[src/dsr_consts.svh]
// Offsets, field positions, reset values and counts for the
// demux status register bank.
// Assumes inclusion by bare name from files under src/.
`ifndef DSR_CONSTS_SVH
`define DSR_CONSTS_SVH
// ----------------------------------------
// Register offsets on HA[3:0]
// ----------------------------------------
`define DSR_ADR_STA    4'h0
`define DSR_ADR_STB    4'h1
`define DSR_ADR_CTA    4'h2
`define DSR_ADR_CTB    4'h3
`define DSR_ADR_CNT_LO 4'h4
`define DSR_ADR_CNT_HI 4'h9
`define DSR_ADR_TREF   4'hA
`define DSR_ADR_PINFO  4'hB
`define DSR_ADR_PS1    4'hC
`define DSR_ADR_PS2    4'hD
`define DSR_ADR_GSQ    4'hE
// ----------------------------------------
// Control bits and reset values
// ----------------------------------------
`define DSR_CTA_RST    8'h20
`define DSR_CTB_RST    8'h31
`define DSR_CTA_BCLR   6
`define DSR_CTA_RSTRT  7
`define DSR_CTB_LCLR   6
`define DSR_CTB_OCLR   7
`define DSR_LOCK_IDX   5
// ----------------------------------------
// Counts
// ----------------------------------------
`define DSR_FRZ_CYC    6'h20
`define DSR_NUM_CNT    6
`define DSR_PS_MAX     2'h2
`define DSR_GS_DEPTH   12
`define DSR_EOP_GOB    4'hC
`define DSR_EOP_MB     6'h21
`endif

[src/dsr_pkg.sv]
// Types shared by the demux status register bank.
// Assumes nothing beyond a SystemVerilog compiler.
package dsr_pkg;
   typedef logic [7:0] dsr_byte_t;
   typedef struct packed {
      dsr_byte_t  tref;
      logic [3:0] flags;
      dsr_byte_t  ps1;
      dsr_byte_t  ps2;
      logic       v1;
      logic       v2;
   } dsr_pic_s;
endpackage : dsr_pkg

[src/dsr_fifo_if.sv]
// Link between the register bank and its spare byte queue.
// Assumes both ends run on the same clock.
`timescale 1ns/10ps
`default_nettype none
interface dsr_fifo_if;
   logic             push;
   dsr_pkg::dsr_byte_t push_data;
   logic             pop;
   dsr_pkg::dsr_byte_t head;
   logic             not_empty;
   logic             full;
   modport fifo (input push, push_data, pop, output head, not_empty, full);
   modport user (output push, push_data, pop, input head, not_empty, full);
endinterface : dsr_fifo_if
`default_nettype wire

[src/dsr_status_regs.sv]
// Host-visible status bank of the bitstream de-multiplexer: counters,
// picture status snapshot, spare byte queue, control and reset bits.
// Assumes host strobes are synchronous to CLK and the decoder core
// delivers its events as one-cycle pulses.
//
// Overview of operation
// - Counters at 4, 5 and 9 count frames, filled frames, lock losses.
// - Picture status at 10..13: reference, info, two spare bytes; group queue head at 14.
// - Info bits 5..2 show split, camera, freeze, format; bits 1:0 read one.
// - Info bits 7 and 6 flag spare bytes two and one; reading clears.
// - Visible picture copy holds during a read and 32 clocks after.
// - Reads at 4..9 or 10..13 freeze that whole group for 32 clocks.
// - Only two picture spare bytes kept per picture; more are dropped.
// - Twelve-entry group spare queue; status bit shows it non-empty.
// - Hardware reset clears status, counters and pointers.
// - Reset sets control A video hold and control B bits 0, 4, 5.
// - Reset state re-locks, corrects two-bit errors, FEC framing on.
// - Reset marks macroblock 33 of group 12 as last sent.
// - Control A bit 7 clears status and restarts decoder, corrector, alignment.
// - Restart leaves the macroblock generator untouched.
// - Control A bit 6 resets external buffer read and write pointers.
// - Control B has two clear bits: lock loss counter, other counters.
// - Control B bit 6 clears lock loss count, bit 7 the rest.
// - Counters saturate and hold steady while read.
`timescale 1ns/10ps
`default_nettype none
`include "dsr_consts.svh"
module dsr_status_regs #(
   parameter int CNT_W    = 8,
   parameter int GS_DEPTH = `DSR_GS_DEPTH
) (
   input  wire logic       CLK,
   input  wire logic       RST,
   input  wire logic       CE,
   input  wire logic [3:0] HA,
   input  wire logic [7:0] HD_IN,
   output logic      [7:0] HD_OUT,
   output logic            HD_OE,
   input  wire logic       CEN_N,
   input  wire logic       RD_N,
   input  wire logic       WR_N,
   input  wire logic [5:0] CNT_EV,
   input  wire logic       PIC_LOAD,
   input  wire logic [7:0] PIC_TREF,
   input  wire logic [3:0] PIC_FLAGS,
   input  wire logic       PS_VLD,
   input  wire logic [7:0] PS_BYTE,
   input  wire logic       GS_VLD,
   input  wire logic [7:0] GS_BYTE,
   input  wire logic       FRZ_ACTIVE,
   input  wire logic       BUF_FULL,
   input  wire logic       BUF_EMPTY,
   input  wire logic [3:0] LOCK_EV,
   input  wire logic       MB_SENT,
   input  wire logic [3:0] MB_GOB,
   input  wire logic [5:0] MB_NUM,
   output logic      [7:0] CTRL_A,
   output logic      [7:0] CTRL_B,
   output logic            RESTART,
   output logic            BUF_PTR_CLR,
   output logic            GS_FULL,
   output logic      [3:0] LAST_GOB,
   output logic      [5:0] LAST_MB
);
   // ----------------------------------------
   // Host strobe decode
   // ----------------------------------------
   logic       rd_act;
   logic       rd_act_q;
   logic       wr_act;
   logic       wr_act_q;
   logic [3:0] rd_adr_q;
   logic       rd_end;
   logic       wr_take;
   logic       in_cnt;
   logic       in_pic;

   assign rd_act  = !CEN_N && !RD_N;
   assign wr_act  = !CEN_N && !WR_N;
   assign rd_end  = rd_act_q && !rd_act;
   assign wr_take = wr_act && !wr_act_q;
   assign in_cnt  = (HA >= `DSR_ADR_CNT_LO) && (HA <= `DSR_ADR_CNT_HI);
   assign in_pic  = (HA >= `DSR_ADR_TREF) && (HA <= `DSR_ADR_PS2);
   assign HD_OE   = rd_act;

   always_ff @(posedge CLK or posedge RST)
   begin
      if (RST)
      begin
         rd_act_q <= 1'b0;
         wr_act_q <= 1'b0;
         rd_adr_q <= '0;
      end
      else if (CE)
      begin
         rd_act_q <= rd_act;
         wr_act_q <= wr_act;
         if (rd_act)
         begin
            rd_adr_q <= HA;
         end
      end
   end

   // ----------------------------------------
   // Control registers and software resets
   // ----------------------------------------
   logic [5:0] cta_q;
   logic [5:0] ctb_q;
   logic       lclr_q;
   logic       oclr_q;

   assign CTRL_A = {2'b00, cta_q};
   assign CTRL_B = {2'b00, ctb_q};

   // Clear and restart bits act once and read back as zero
   always_ff @(posedge CLK or posedge RST)
   begin
      if (RST)
      begin
         cta_q       <= 6'(`DSR_CTA_RST);
         ctb_q       <= 6'(`DSR_CTB_RST);
         RESTART     <= 1'b0;
         BUF_PTR_CLR <= 1'b0;
         lclr_q      <= 1'b0;
         oclr_q      <= 1'b0;
      end
      else if (CE)
      begin
         RESTART     <= wr_take && (HA == `DSR_ADR_CTA) && HD_IN[`DSR_CTA_RSTRT];
         BUF_PTR_CLR <= wr_take && (HA == `DSR_ADR_CTA) && HD_IN[`DSR_CTA_BCLR];
         lclr_q      <= wr_take && (HA == `DSR_ADR_CTB) && HD_IN[`DSR_CTB_LCLR];
         oclr_q      <= wr_take && (HA == `DSR_ADR_CTB) && HD_IN[`DSR_CTB_OCLR];
         if (wr_take && (HA == `DSR_ADR_CTA))
         begin
            cta_q <= HD_IN[5:0];
         end
         if (wr_take && (HA == `DSR_ADR_CTB))
         begin
            ctb_q <= HD_IN[5:0];
         end
      end
   end

   // ----------------------------------------
   // Macroblock position tracker
   // ----------------------------------------
   // Restart does not reach this, so missing blocks can still be filled in
   always_ff @(posedge CLK or posedge RST)
   begin
      if (RST)
      begin
         LAST_GOB <= `DSR_EOP_GOB;
         LAST_MB  <= `DSR_EOP_MB;
      end
      else if (CE && MB_SENT)
      begin
         LAST_GOB <= MB_GOB;
         LAST_MB  <= MB_NUM;
      end
   end

   // ----------------------------------------
   // Snapshot freeze timers
   // ----------------------------------------
   logic [5:0] cfrz_q;
   logic [5:0] pfrz_q;
   logic       cnt_frz;
   logic       pic_frz;
   logic       cnt_rd_end;
   logic       pic_rd_end;

   assign cnt_rd_end = rd_end && (rd_adr_q >= `DSR_ADR_CNT_LO) && (rd_adr_q <= `DSR_ADR_CNT_HI);
   assign pic_rd_end = rd_end && (rd_adr_q >= `DSR_ADR_TREF) && (rd_adr_q <= `DSR_ADR_PS2);
   // The edge that ends a read holds too, else the copy moves before the timer starts
   assign cnt_frz = (rd_act && in_cnt) || cnt_rd_end || (cfrz_q != '0);
   assign pic_frz = (rd_act && in_pic) || pic_rd_end || (pfrz_q != '0);

   always_ff @(posedge CLK or posedge RST)
   begin
      if (RST)
      begin
         cfrz_q <= '0;
         pfrz_q <= '0;
      end
      else if (CE)
      begin
         if (cnt_rd_end)
         begin
            cfrz_q <= `DSR_FRZ_CYC;
         end
         else if (cfrz_q != '0)
         begin
            cfrz_q <= cfrz_q - 1'b1;
         end
         if (pic_rd_end)
         begin
            pfrz_q <= `DSR_FRZ_CYC;
         end
         else if (pfrz_q != '0)
         begin
            pfrz_q <= pfrz_q - 1'b1;
         end
      end
   end

   // ----------------------------------------
   // Event counters, master and visible copy
   // ----------------------------------------
   logic [CNT_W-1:0] cnt_m_q [`DSR_NUM_CNT];
   logic [CNT_W-1:0] cnt_s_q [`DSR_NUM_CNT];

   for (genvar i = 0; i < `DSR_NUM_CNT; i++)
   begin : g_cnt
      logic clr;
      assign clr = (i == `DSR_LOCK_IDX) ? lclr_q : oclr_q;

      always_ff @(posedge CLK or posedge RST)
      begin
         if (RST)
         begin
            cnt_m_q[i] <= '0;
            cnt_s_q[i] <= '0;
         end
         else if (CE)
         begin
            if (clr)
            begin
               cnt_m_q[i] <= '0;
            end
            else if (CNT_EV[i] && (cnt_m_q[i] != '1))
            begin
               cnt_m_q[i] <= cnt_m_q[i] + 1'b1;
            end
            if (!cnt_frz)
            begin
               cnt_s_q[i] <= cnt_m_q[i];
            end
         end
      end
   end

   // ----------------------------------------
   // Picture status, master and visible copy
   // ----------------------------------------
   dsr_pkg::dsr_pic_s pic_m_q;
   dsr_pkg::dsr_pic_s pic_s_q;
   logic [1:0]        ps_n_q;
   logic              rd_ps1;
   logic              rd_ps2;
   logic              st_ps1;
   logic              st_ps2;

   assign rd_ps1 = rd_end && (rd_adr_q == `DSR_ADR_PS1);
   assign rd_ps2 = rd_end && (rd_adr_q == `DSR_ADR_PS2);
   assign st_ps1 = PS_VLD && !PIC_LOAD && (ps_n_q == 2'h0);
   assign st_ps2 = PS_VLD && !PIC_LOAD && (ps_n_q == 2'h1);

   always_ff @(posedge CLK or posedge RST)
   begin
      if (RST)
      begin
         pic_m_q <= '0;
         ps_n_q  <= '0;
      end
      else if (CE)
      begin
         if (PIC_LOAD)
         begin
            pic_m_q.tref  <= PIC_TREF;
            pic_m_q.flags <= PIC_FLAGS;
            pic_m_q.v1    <= 1'b0;
            pic_m_q.v2    <= 1'b0;
            ps_n_q        <= '0;
         end
         else
         begin
            if (RESTART)
            begin
               pic_m_q.v1 <= 1'b0;
               pic_m_q.v2 <= 1'b0;
            end
            else
            begin
               // A byte landing as the host clears the flag keeps its flag
               if (rd_ps1)
               begin
                  pic_m_q.v1 <= 1'b0;
               end
               if (rd_ps2)
               begin
                  pic_m_q.v2 <= 1'b0;
               end
            end
            if (st_ps1)
            begin
               pic_m_q.ps1 <= PS_BYTE;
               pic_m_q.v1  <= 1'b1;
            end
            if (st_ps2)
            begin
               pic_m_q.ps2 <= PS_BYTE;
               pic_m_q.v2  <= 1'b1;
            end
            if (PS_VLD && (ps_n_q != `DSR_PS_MAX))
            begin
               ps_n_q <= ps_n_q + 1'b1;
            end
         end
      end
   end

   always_ff @(posedge CLK or posedge RST)
   begin
      if (RST)
      begin
         pic_s_q <= '0;
      end
      else if (CE)
      begin
         if (!pic_frz)
         begin
            pic_s_q <= pic_m_q;
         end
         else
         begin
            if (rd_ps1 || RESTART)
            begin
               pic_s_q.v1 <= 1'b0;
            end
            if (rd_ps2 || RESTART)
            begin
               pic_s_q.v2 <= 1'b0;
            end
         end
      end
   end

   // ----------------------------------------
   // Group spare queue
   // ----------------------------------------
   dsr_fifo_if gsq ();

   assign gsq.push      = GS_VLD;
   assign gsq.push_data = GS_BYTE;
   assign gsq.pop       = rd_end && (rd_adr_q == `DSR_ADR_GSQ);
   assign GS_FULL       = gsq.full;

   dsr_gspare_fifo #(
      .DEPTH (GS_DEPTH)
   ) u_gsq (
      .clk (CLK),
      .rst (RST),
      .ce  (CE),
      .q   (gsq.fifo)
   );

   // ----------------------------------------
   // Status registers
   // ----------------------------------------
   logic       pic_rdy_q;
   logic [3:0] stb_q;
   logic       rd_sta;

   assign rd_sta = rd_end && ((rd_adr_q == `DSR_ADR_STA) || (rd_adr_q == `DSR_ADR_STB));

   // New events win over a clearing read in the same cycle
   always_ff @(posedge CLK or posedge RST)
   begin
      if (RST)
      begin
         pic_rdy_q <= 1'b0;
         stb_q     <= '0;
      end
      else if (CE)
      begin
         if (PIC_LOAD)
         begin
            pic_rdy_q <= 1'b1;
         end
         else if (rd_sta || RESTART)
         begin
            pic_rdy_q <= 1'b0;
         end
         if (RESTART)
         begin
            stb_q <= LOCK_EV;
         end
         else if (rd_end && (rd_adr_q == `DSR_ADR_STB))
         begin
            stb_q <= LOCK_EV;
         end
         else
         begin
            stb_q <= stb_q | LOCK_EV;
         end
      end
   end

   // ----------------------------------------
   // Read data
   // ----------------------------------------
   logic [7:0] rd_mux;

   always_comb
   begin
      rd_mux = 8'h00;
      unique case (HA)
         `DSR_ADR_STA:
            rd_mux = {3'b000, pic_rdy_q, BUF_EMPTY, BUF_FULL, FRZ_ACTIVE, gsq.not_empty};
         `DSR_ADR_STB:
            rd_mux = {4'h0, stb_q};
         `DSR_ADR_CTA:
            rd_mux = CTRL_A;
         `DSR_ADR_CTB:
            rd_mux = CTRL_B;
         4'h4, 4'h5, 4'h6, 4'h7, 4'h8, 4'h9:
            rd_mux = 8'(cnt_s_q[3'(HA - `DSR_ADR_CNT_LO)]);
         `DSR_ADR_TREF:
            rd_mux = pic_s_q.tref;
         `DSR_ADR_PINFO:
            rd_mux = {pic_s_q.v2, pic_s_q.v1, pic_s_q.flags, 2'b11};
         `DSR_ADR_PS1:
            rd_mux = pic_s_q.ps1;
         `DSR_ADR_PS2:
            rd_mux = pic_s_q.ps2;
         `DSR_ADR_GSQ:
            rd_mux = gsq.not_empty ? gsq.head : 8'h00;
         4'hF:
            rd_mux = 8'h00;
      endcase
   end

   always_ff @(posedge CLK or posedge RST)
   begin
      if (RST)
      begin
         HD_OUT <= 8'h00;
      end
      else if (CE && rd_act)
      begin
         HD_OUT <= rd_mux;
      end
   end
endmodule : dsr_status_regs
`default_nettype wire

[src/dsr_gspare_fifo.sv]
// Flip-flop queue holding group spare bytes until the host reads them.
// Assumes one clock, asynchronous active-high reset and a clock enable.
`timescale 1ns/10ps
`default_nettype none
`include "dsr_consts.svh"
module dsr_gspare_fifo #(
   parameter int DEPTH = `DSR_GS_DEPTH
) (
   input  wire logic clk,
   input  wire logic rst,
   input  wire logic ce,
   dsr_fifo_if.fifo  q
);
   localparam int AW = $clog2(DEPTH);
   localparam int CW = $clog2(DEPTH + 1);
   localparam logic [AW-1:0] LAST = AW'(DEPTH - 1);
   localparam logic [CW-1:0] FULLC = CW'(DEPTH);

   dsr_pkg::dsr_byte_t mem_q [DEPTH];
   logic [AW-1:0]      wr_q;
   logic [AW-1:0]      rd_q;
   logic [CW-1:0]      cnt_q;
   logic               do_push;
   logic               do_pop;

   // Bytes arriving while full are lost; the queue has no way to stall the line
   assign do_push     = q.push && (cnt_q != FULLC);
   assign do_pop      = q.pop && (cnt_q != '0);
   assign q.head      = mem_q[rd_q];
   assign q.not_empty = (cnt_q != '0);
   assign q.full      = (cnt_q == FULLC);

   always_ff @(posedge clk)
   begin
      if (ce && do_push)
      begin
         mem_q[wr_q] <= q.push_data;
      end
   end

   always_ff @(posedge clk or posedge rst)
   begin
      if (rst)
      begin
         wr_q  <= '0;
         rd_q  <= '0;
         cnt_q <= '0;
      end
      else if (ce)
      begin
         if (do_push)
         begin
            wr_q <= (wr_q == LAST) ? '0 : wr_q + 1'b1;
         end
         if (do_pop)
         begin
            rd_q <= (rd_q == LAST) ? '0 : rd_q + 1'b1;
         end
         if (do_push && !do_pop)
         begin
            cnt_q <= cnt_q + 1'b1;
         end
         else if (do_pop && !do_push)
         begin
            cnt_q <= cnt_q - 1'b1;
         end
      end
   end
endmodule : dsr_gspare_fifo
`default_nettype wire

[config.mk]
export PLATFORM = sky130hd
export DESIGN_NAME = dsr_status_regs
export DESIGN_NICKNAME = d
export VERILOG_FILES = /design/src/dsr_pkg.sv /design/src/dsr_fifo_if.sv /design/src/dsr_status_regs.sv /design/src/dsr_gspare_fifo.sv
export VERILOG_INCLUDE_DIRS = /design/src /design/src/src
export SDC_FILE = /design/constraint.sdc
export NUM_CORES = 1
export LEC_CHECK = 0
export BUFFER_PORTS_ARGS = -buffer_cell sky130_fd_sc_hd__buf_4
export CAP_MARGIN = 30
export CORE_UTILIZATION = 30
export CTS_BUF_LIST = sky130_fd_sc_hd__clkbuf_8
export DETAILED_ROUTE_END_ITERATION = 8
export PLACE_DENSITY = 0.55
export SYNTH_ARGS = -nofsm -noshare
export SYNTH_HDL_FRONTEND = slang
export SYNTH_SLANG_ARGS = --single-unit
[constraint.sdc]
create_clock -name CLK -period 23.7 [get_ports CLK]
set_input_delay 4.74 -clock CLK [delete_from_list [all_inputs] [get_ports CLK]]
set_output_delay 4.74 -clock CLK [all_outputs]
set_load 0.05 [all_outputs]
After elaboration in Yosys (flattened, before gate mapping)
Memory sizes are Yosys's and may differ from the RTL's.
Cells that the tools add are included.
- memories: 1
- register bits after elaboration: 227
- memory bits (writable): 96
- output and inout bits: 38
- bitwise operators: 5
- equality and inequality tests: 33
- $lt $le $gt $ge: 9
- reductions and logical operators: 101
- mux-type cells: 42
- $add $sub $neg: 14
- memories (memory ; words ; width ; rd ports ; clocked after memory_dff ; write ports ; line ; RTL):
    u_gsq.mem_q ; 12 ; 8 ; 1 ; 0 ; 1 ; dsr_gspare_fifo.sv:19 ; dsr_pkg::dsr_byte_t mem_q [DEPTH];
- operator list (cell ; count):
    2-to-1 mux 8 bit ; 15
    case mux 8 bit (11 select lines) ; 1
    equality test 4 bit (second input constant) ; 14
    adder 8 x 1 -> 8 bit (second input constant) ; 6
    != test 8 bit (second input constant) ; 6
    AND reduction 2 bit ; 23
    logical AND 1 bit ; 40
    binary-select mux 8 bit (select 3 bit) ; 1
    2-to-1 mux 4 bit ; 6
    2-to-1 mux 6 bit ; 4
    nonzero test 2 bit ; 11
    equality test 4 x 3 -> 1 bit (second input constant) ; 4
    <= comparator 4 bit (second input constant) ; 4
    adder 4 x 1 -> 4 bit (second input constant) ; 3
    >= comparator 4 bit (second input constant) ; 3
    nonzero test 4 bit ; 3
    nonzero test 6 bit ; 2
    subtractor 6 x 1 -> 6 bit (second input constant) ; 2
    2-to-1 mux 1 bit ; 10
    2-to-1 mux 2 bit ; 5
    equality test 4 x 1 -> 1 bit (second input constant) ; 2
    equality test 4 x 2 -> 1 bit (second input constant) ; 2
    >= comparator 4 x 3 -> 1 bit (second input constant) ; 2
    zero test 1 bit ; 8
    15 further kinds ; 27

Longest topological paths before layout
- depth in word-level cells: 10
- depth in mapped cells: 10
- gate-level depth less buffers: 10

By module
Synthesis repeated with hierarchy kept, for this count alone.
- cell total of the unflattened synthesis: 1175
- area, all modules: 15033.2 sq um
- by module, submodules not included (module ; instances ; cells an instance ; area an instance (sq um) ; seq. area each (sq um)):
    dsr_status_regs ; 1 ; 902 ; 10448.8 ; 5390.2
    dsr_gspare_fifo ; 1 ; 273 ; 4584.4 ; 3183.1

Worst setup path after synthesis
Ideal clock, no wire load.
- path kind: input to output
- start point: in RD_N
- end point: out HD_OE
- arrival time: 5.472 ns
- slack: 13.488 ns
- required time: 18.960 ns
- stages on the path: 1
- path buffers: 0
- path through: nor2_1
- word-level cells in the longest chain between the ends: 2
- RTL lines (element ; line ; RTL):
    from (decl) ; dsr_status_regs.sv:40 ; input wire logic RD_N,
    zero test 1 bit ; dsr_status_regs.sv:78 ; assign rd_act = !CEN_N && !RD_N;
    logical AND 1 bit ; dsr_status_regs.sv:78 ;
    to (decl) ; dsr_status_regs.sv:38 ; output logic HD_OE,
Every way passes these cells.

Worst setup path after layout
Ends and elaborated chain as after synthesis.

==> impl_metrics.yaml <==
sta:
  clock.fmax_mhz: 98.3
  setup_viol: 0
  min_period_over_period_pct: 42.9
  worstMarginPinSlew_ns: 1.06
  fin_skew_ns: 0.0232
  finalMaxSlewViolations: 0
  slew_headroom_pct: 27.5
  finalCriticalPeriod_ns: 10.18
  setup_ws_ns: 13.52
  finalHoldViolCount: 0
  rsz0062_at_grt: "false"
  setup_tns_ns: 0
worst_setup_path:
  crit_type: "input port to output pin"
  arrival_ns: 5.44
  critPathMaxStageDelay_ns: 0.29
  cp.required_ns: 18.96
  crit_buf_inv: 2
  startpoint_type: "input port"
  cp-end-kind: "output pin"
  slowest_stage: "buf_4"
  crit_chain: "buf_4 > nor2_1 > buf_4"
  path_delay_family: "buffers and inverters"
  rrSetupSlack_ns: 20.68
  cp_max_fo: 5
  timing.critical_path.mode_cell: "buf_4"
placement:
  numPortBuffers: 106
  dp.cells: 1881
  dpl.hpwl_microns: 25700
  place_ws_ns: 13.51
  gp_congestion: 0.821
routing:
  vias: 9933
  drc: 0
  first_iter_violations: 801
  wirelength_microns: 37700
  drt-wirelength-per-cell_microns: 19.0
  antenna_left: 0
  detail_route.first_pass.iterations: 5
  viasPerCell: 5.01
grt:
  grt_max_degree: 85
  grt_pass1_wl_microns: 58700
  grt_overflow: 0
  antenna_found_initial: 1
  grt_pass1_vias: 9953
  grtUsageTotal_pct: 15.0
power_and_ir_drop:
  leakagePower_uw: 0.00729
  p_per_area_mw_per_mm2: 96.1
  finalPower_uw: 1670
  peakVddDrop_mv: 0.0414
clock_network:
  cts_htree_levels: 2
  cts_resized: 0
  cts.clk_slew.worst_paths_ns: 0.06
  clk_latency_ns: 0.59
  cts-root-buf: "clkbuf_8"
  hold_buffers: 0
  cts_setup_buffers: 0
  numCtsBuffers: 56
  clock_path_buffers: 3
  clkSinkCount: 323
  cts_tree: "done"
yosys:
  synth_seq_cells: 323
  synth_edf_count: 96
  syn_area_sq_mm: 0.0149
  yosysSeqAreaShare_pct: 57.7
  async_flop_share_pct: 70.3
  synth_cell_type_count: 74
  yosys_warnings: 0
  synthCells: 1152
  synth.avg_cell_area_sq_um: 12.9
  dominantRegCellSynth: "dfrtp_1"
layout:
  final_common_cell: "dfrtp_1"
  final_util_pct: 35.5
  final_cell_count_no_fill: 1981
  antenna_cells: 0
  layout_common_cells: "dfrtp_1 (219), buf_4 (124), mux2_2 (111), edfxtp_1 (96), nand2_1 (78)"
  area_growth_syn_to_layout_pct: 16.8
  fin_nets: 1368
  drive_gt1_share_pct: 28.0
floorplan:
  core_region_area_sq_mm: 0.0488
  die_y_microns: 225
  dieArea_sq_mm: 0.0504
  die_w_microns: 225
  start_util_pct: 30.4
  ios: 111
  rows: 81
outcome:
  status: "finished clean"
worst_hold_path:
  hp-class: "register to register"
flow_run:
  maxCapViolCount: 0
[cells in the mapped netlist, types with 5 or more instances]
library cell,instances,area share (%)
nor2b_1,12,0.51
nand4_1,15,0.63
clkbuf_1,25,0.63
a31oi_1,16,0.67
a22oi_1,5,0.25
o21ai_0,66,2.2
a32o_1,5,0.34
nand2b_1,11,0.46
nand2_1,78,2.0
mux2_4,20,2.0
o21a_1,6,0.30
mux4_2,24,3.6
xor2_1,6,0.35
a22o_1,10,0.59
buf_4,9,0.45
o211ai_1,6,0.30
o2bb2ai_1,17,1.0
nor3_1,10,0.34
xnor2_1,9,0.53
nor4_1,14,0.59
inv_1,36,0.91
a21oi_1,28,0.94
dfrtp_1,219,37
buf_2,20,0.67
dfstp_2,8,1.4
edfxtp_1,96,19
o221ai_1,5,0.29
o2111ai_1,5,0.29
ha_1,19,1.6
o22ai_1,15,0.63
and3_1,18,0.76
o311ai_0,5,0.29
nand3_1,38,1.3
nor2_1,52,1.3
mux2i_1,41,2.8
mux2_2,111,8.4
[report_power, final]
group	switching [uW]	internal, uW	total [uW]
logic	195	180	374
registers	114	705	818
clock network	225	249	474
total	534	1130	1670
[logic make-up after synthesis]
logic type	synth area share (%)
buffers and inverters	3.32
adders and majority gates	1.73
DFF	57.7
AOI/OAI and AO/OA	10.1
muxes	17.0
and+or+nand+nor	9.25
xor gates and xnor gates	0.884
other	0.0252
[state kept, by name, summed over array words and instances (netlist names), 6 cells and up]
name,flops
u_gsq.mem_q,96
cnt_m_q,48
cnt_s_q,48
pic_m_q,30
pic_s_q,30
HD_OUT,8
LAST_MB,6
cfrz_q,6
cta_q,6
ctb_q,6
pfrz_q,6
[final cells by class]
cell class,count,area (sq um)
timing repair buffer,125,958
tap,664,831
clock inverter,38,184
clock buffer,62,853
fill,4874,31500
inverter,38,150
sequential,323,8570
multi-input combinational,731,5800
[stage by stage]
| stage | cell area, sq um | hold WS (ns) |
|---|---|---|
| 4_1_cts | 17400 | 0.489 |
| 5_1_grt | 17400 | 0.513 |
| 3_3_place_gp | 16300 | 0.466 |
| 6_report | 17400 | 0.488 |
| 3_5_place_dp | 16300 | 0.475 |
| 2_1_floorplan | 14900 | 0.447 |
[layer usage]
layer | GRT usage, % | up-vias | wire length [microns]
li1 | - | 4570 | -
met1 | 21.1 | 5067 | 17200
met2 | 23.7 | 249 | 17800
met3 | 3.00 | 45 | 2070
met4 | 3.95 | 2 | 669
met5 | 0 | - | 17
[final timing paths]
| check | from | endpoint | depth (start not counted) |
|---|---|---|---|
| worst min register to register | pic_m_q[2] | pic_s_q[2] | 1 |
| worst max-delay path | RD_N | HD_OE | 3 |
| worst max register to register | u_gsq.cnt_q[0] | u_gsq.cnt_q[3] | 10 |
| max in group asynchronous | RST | cnt_s_q[16] | 3 |
| min in group asynchronous | RST | u_gsq.wr_q[3] | 2 |
| worst min-delay path | pic_m_q[2] | pic_s_q[2] | 1 |
Power figures use the tool's default switching activity.
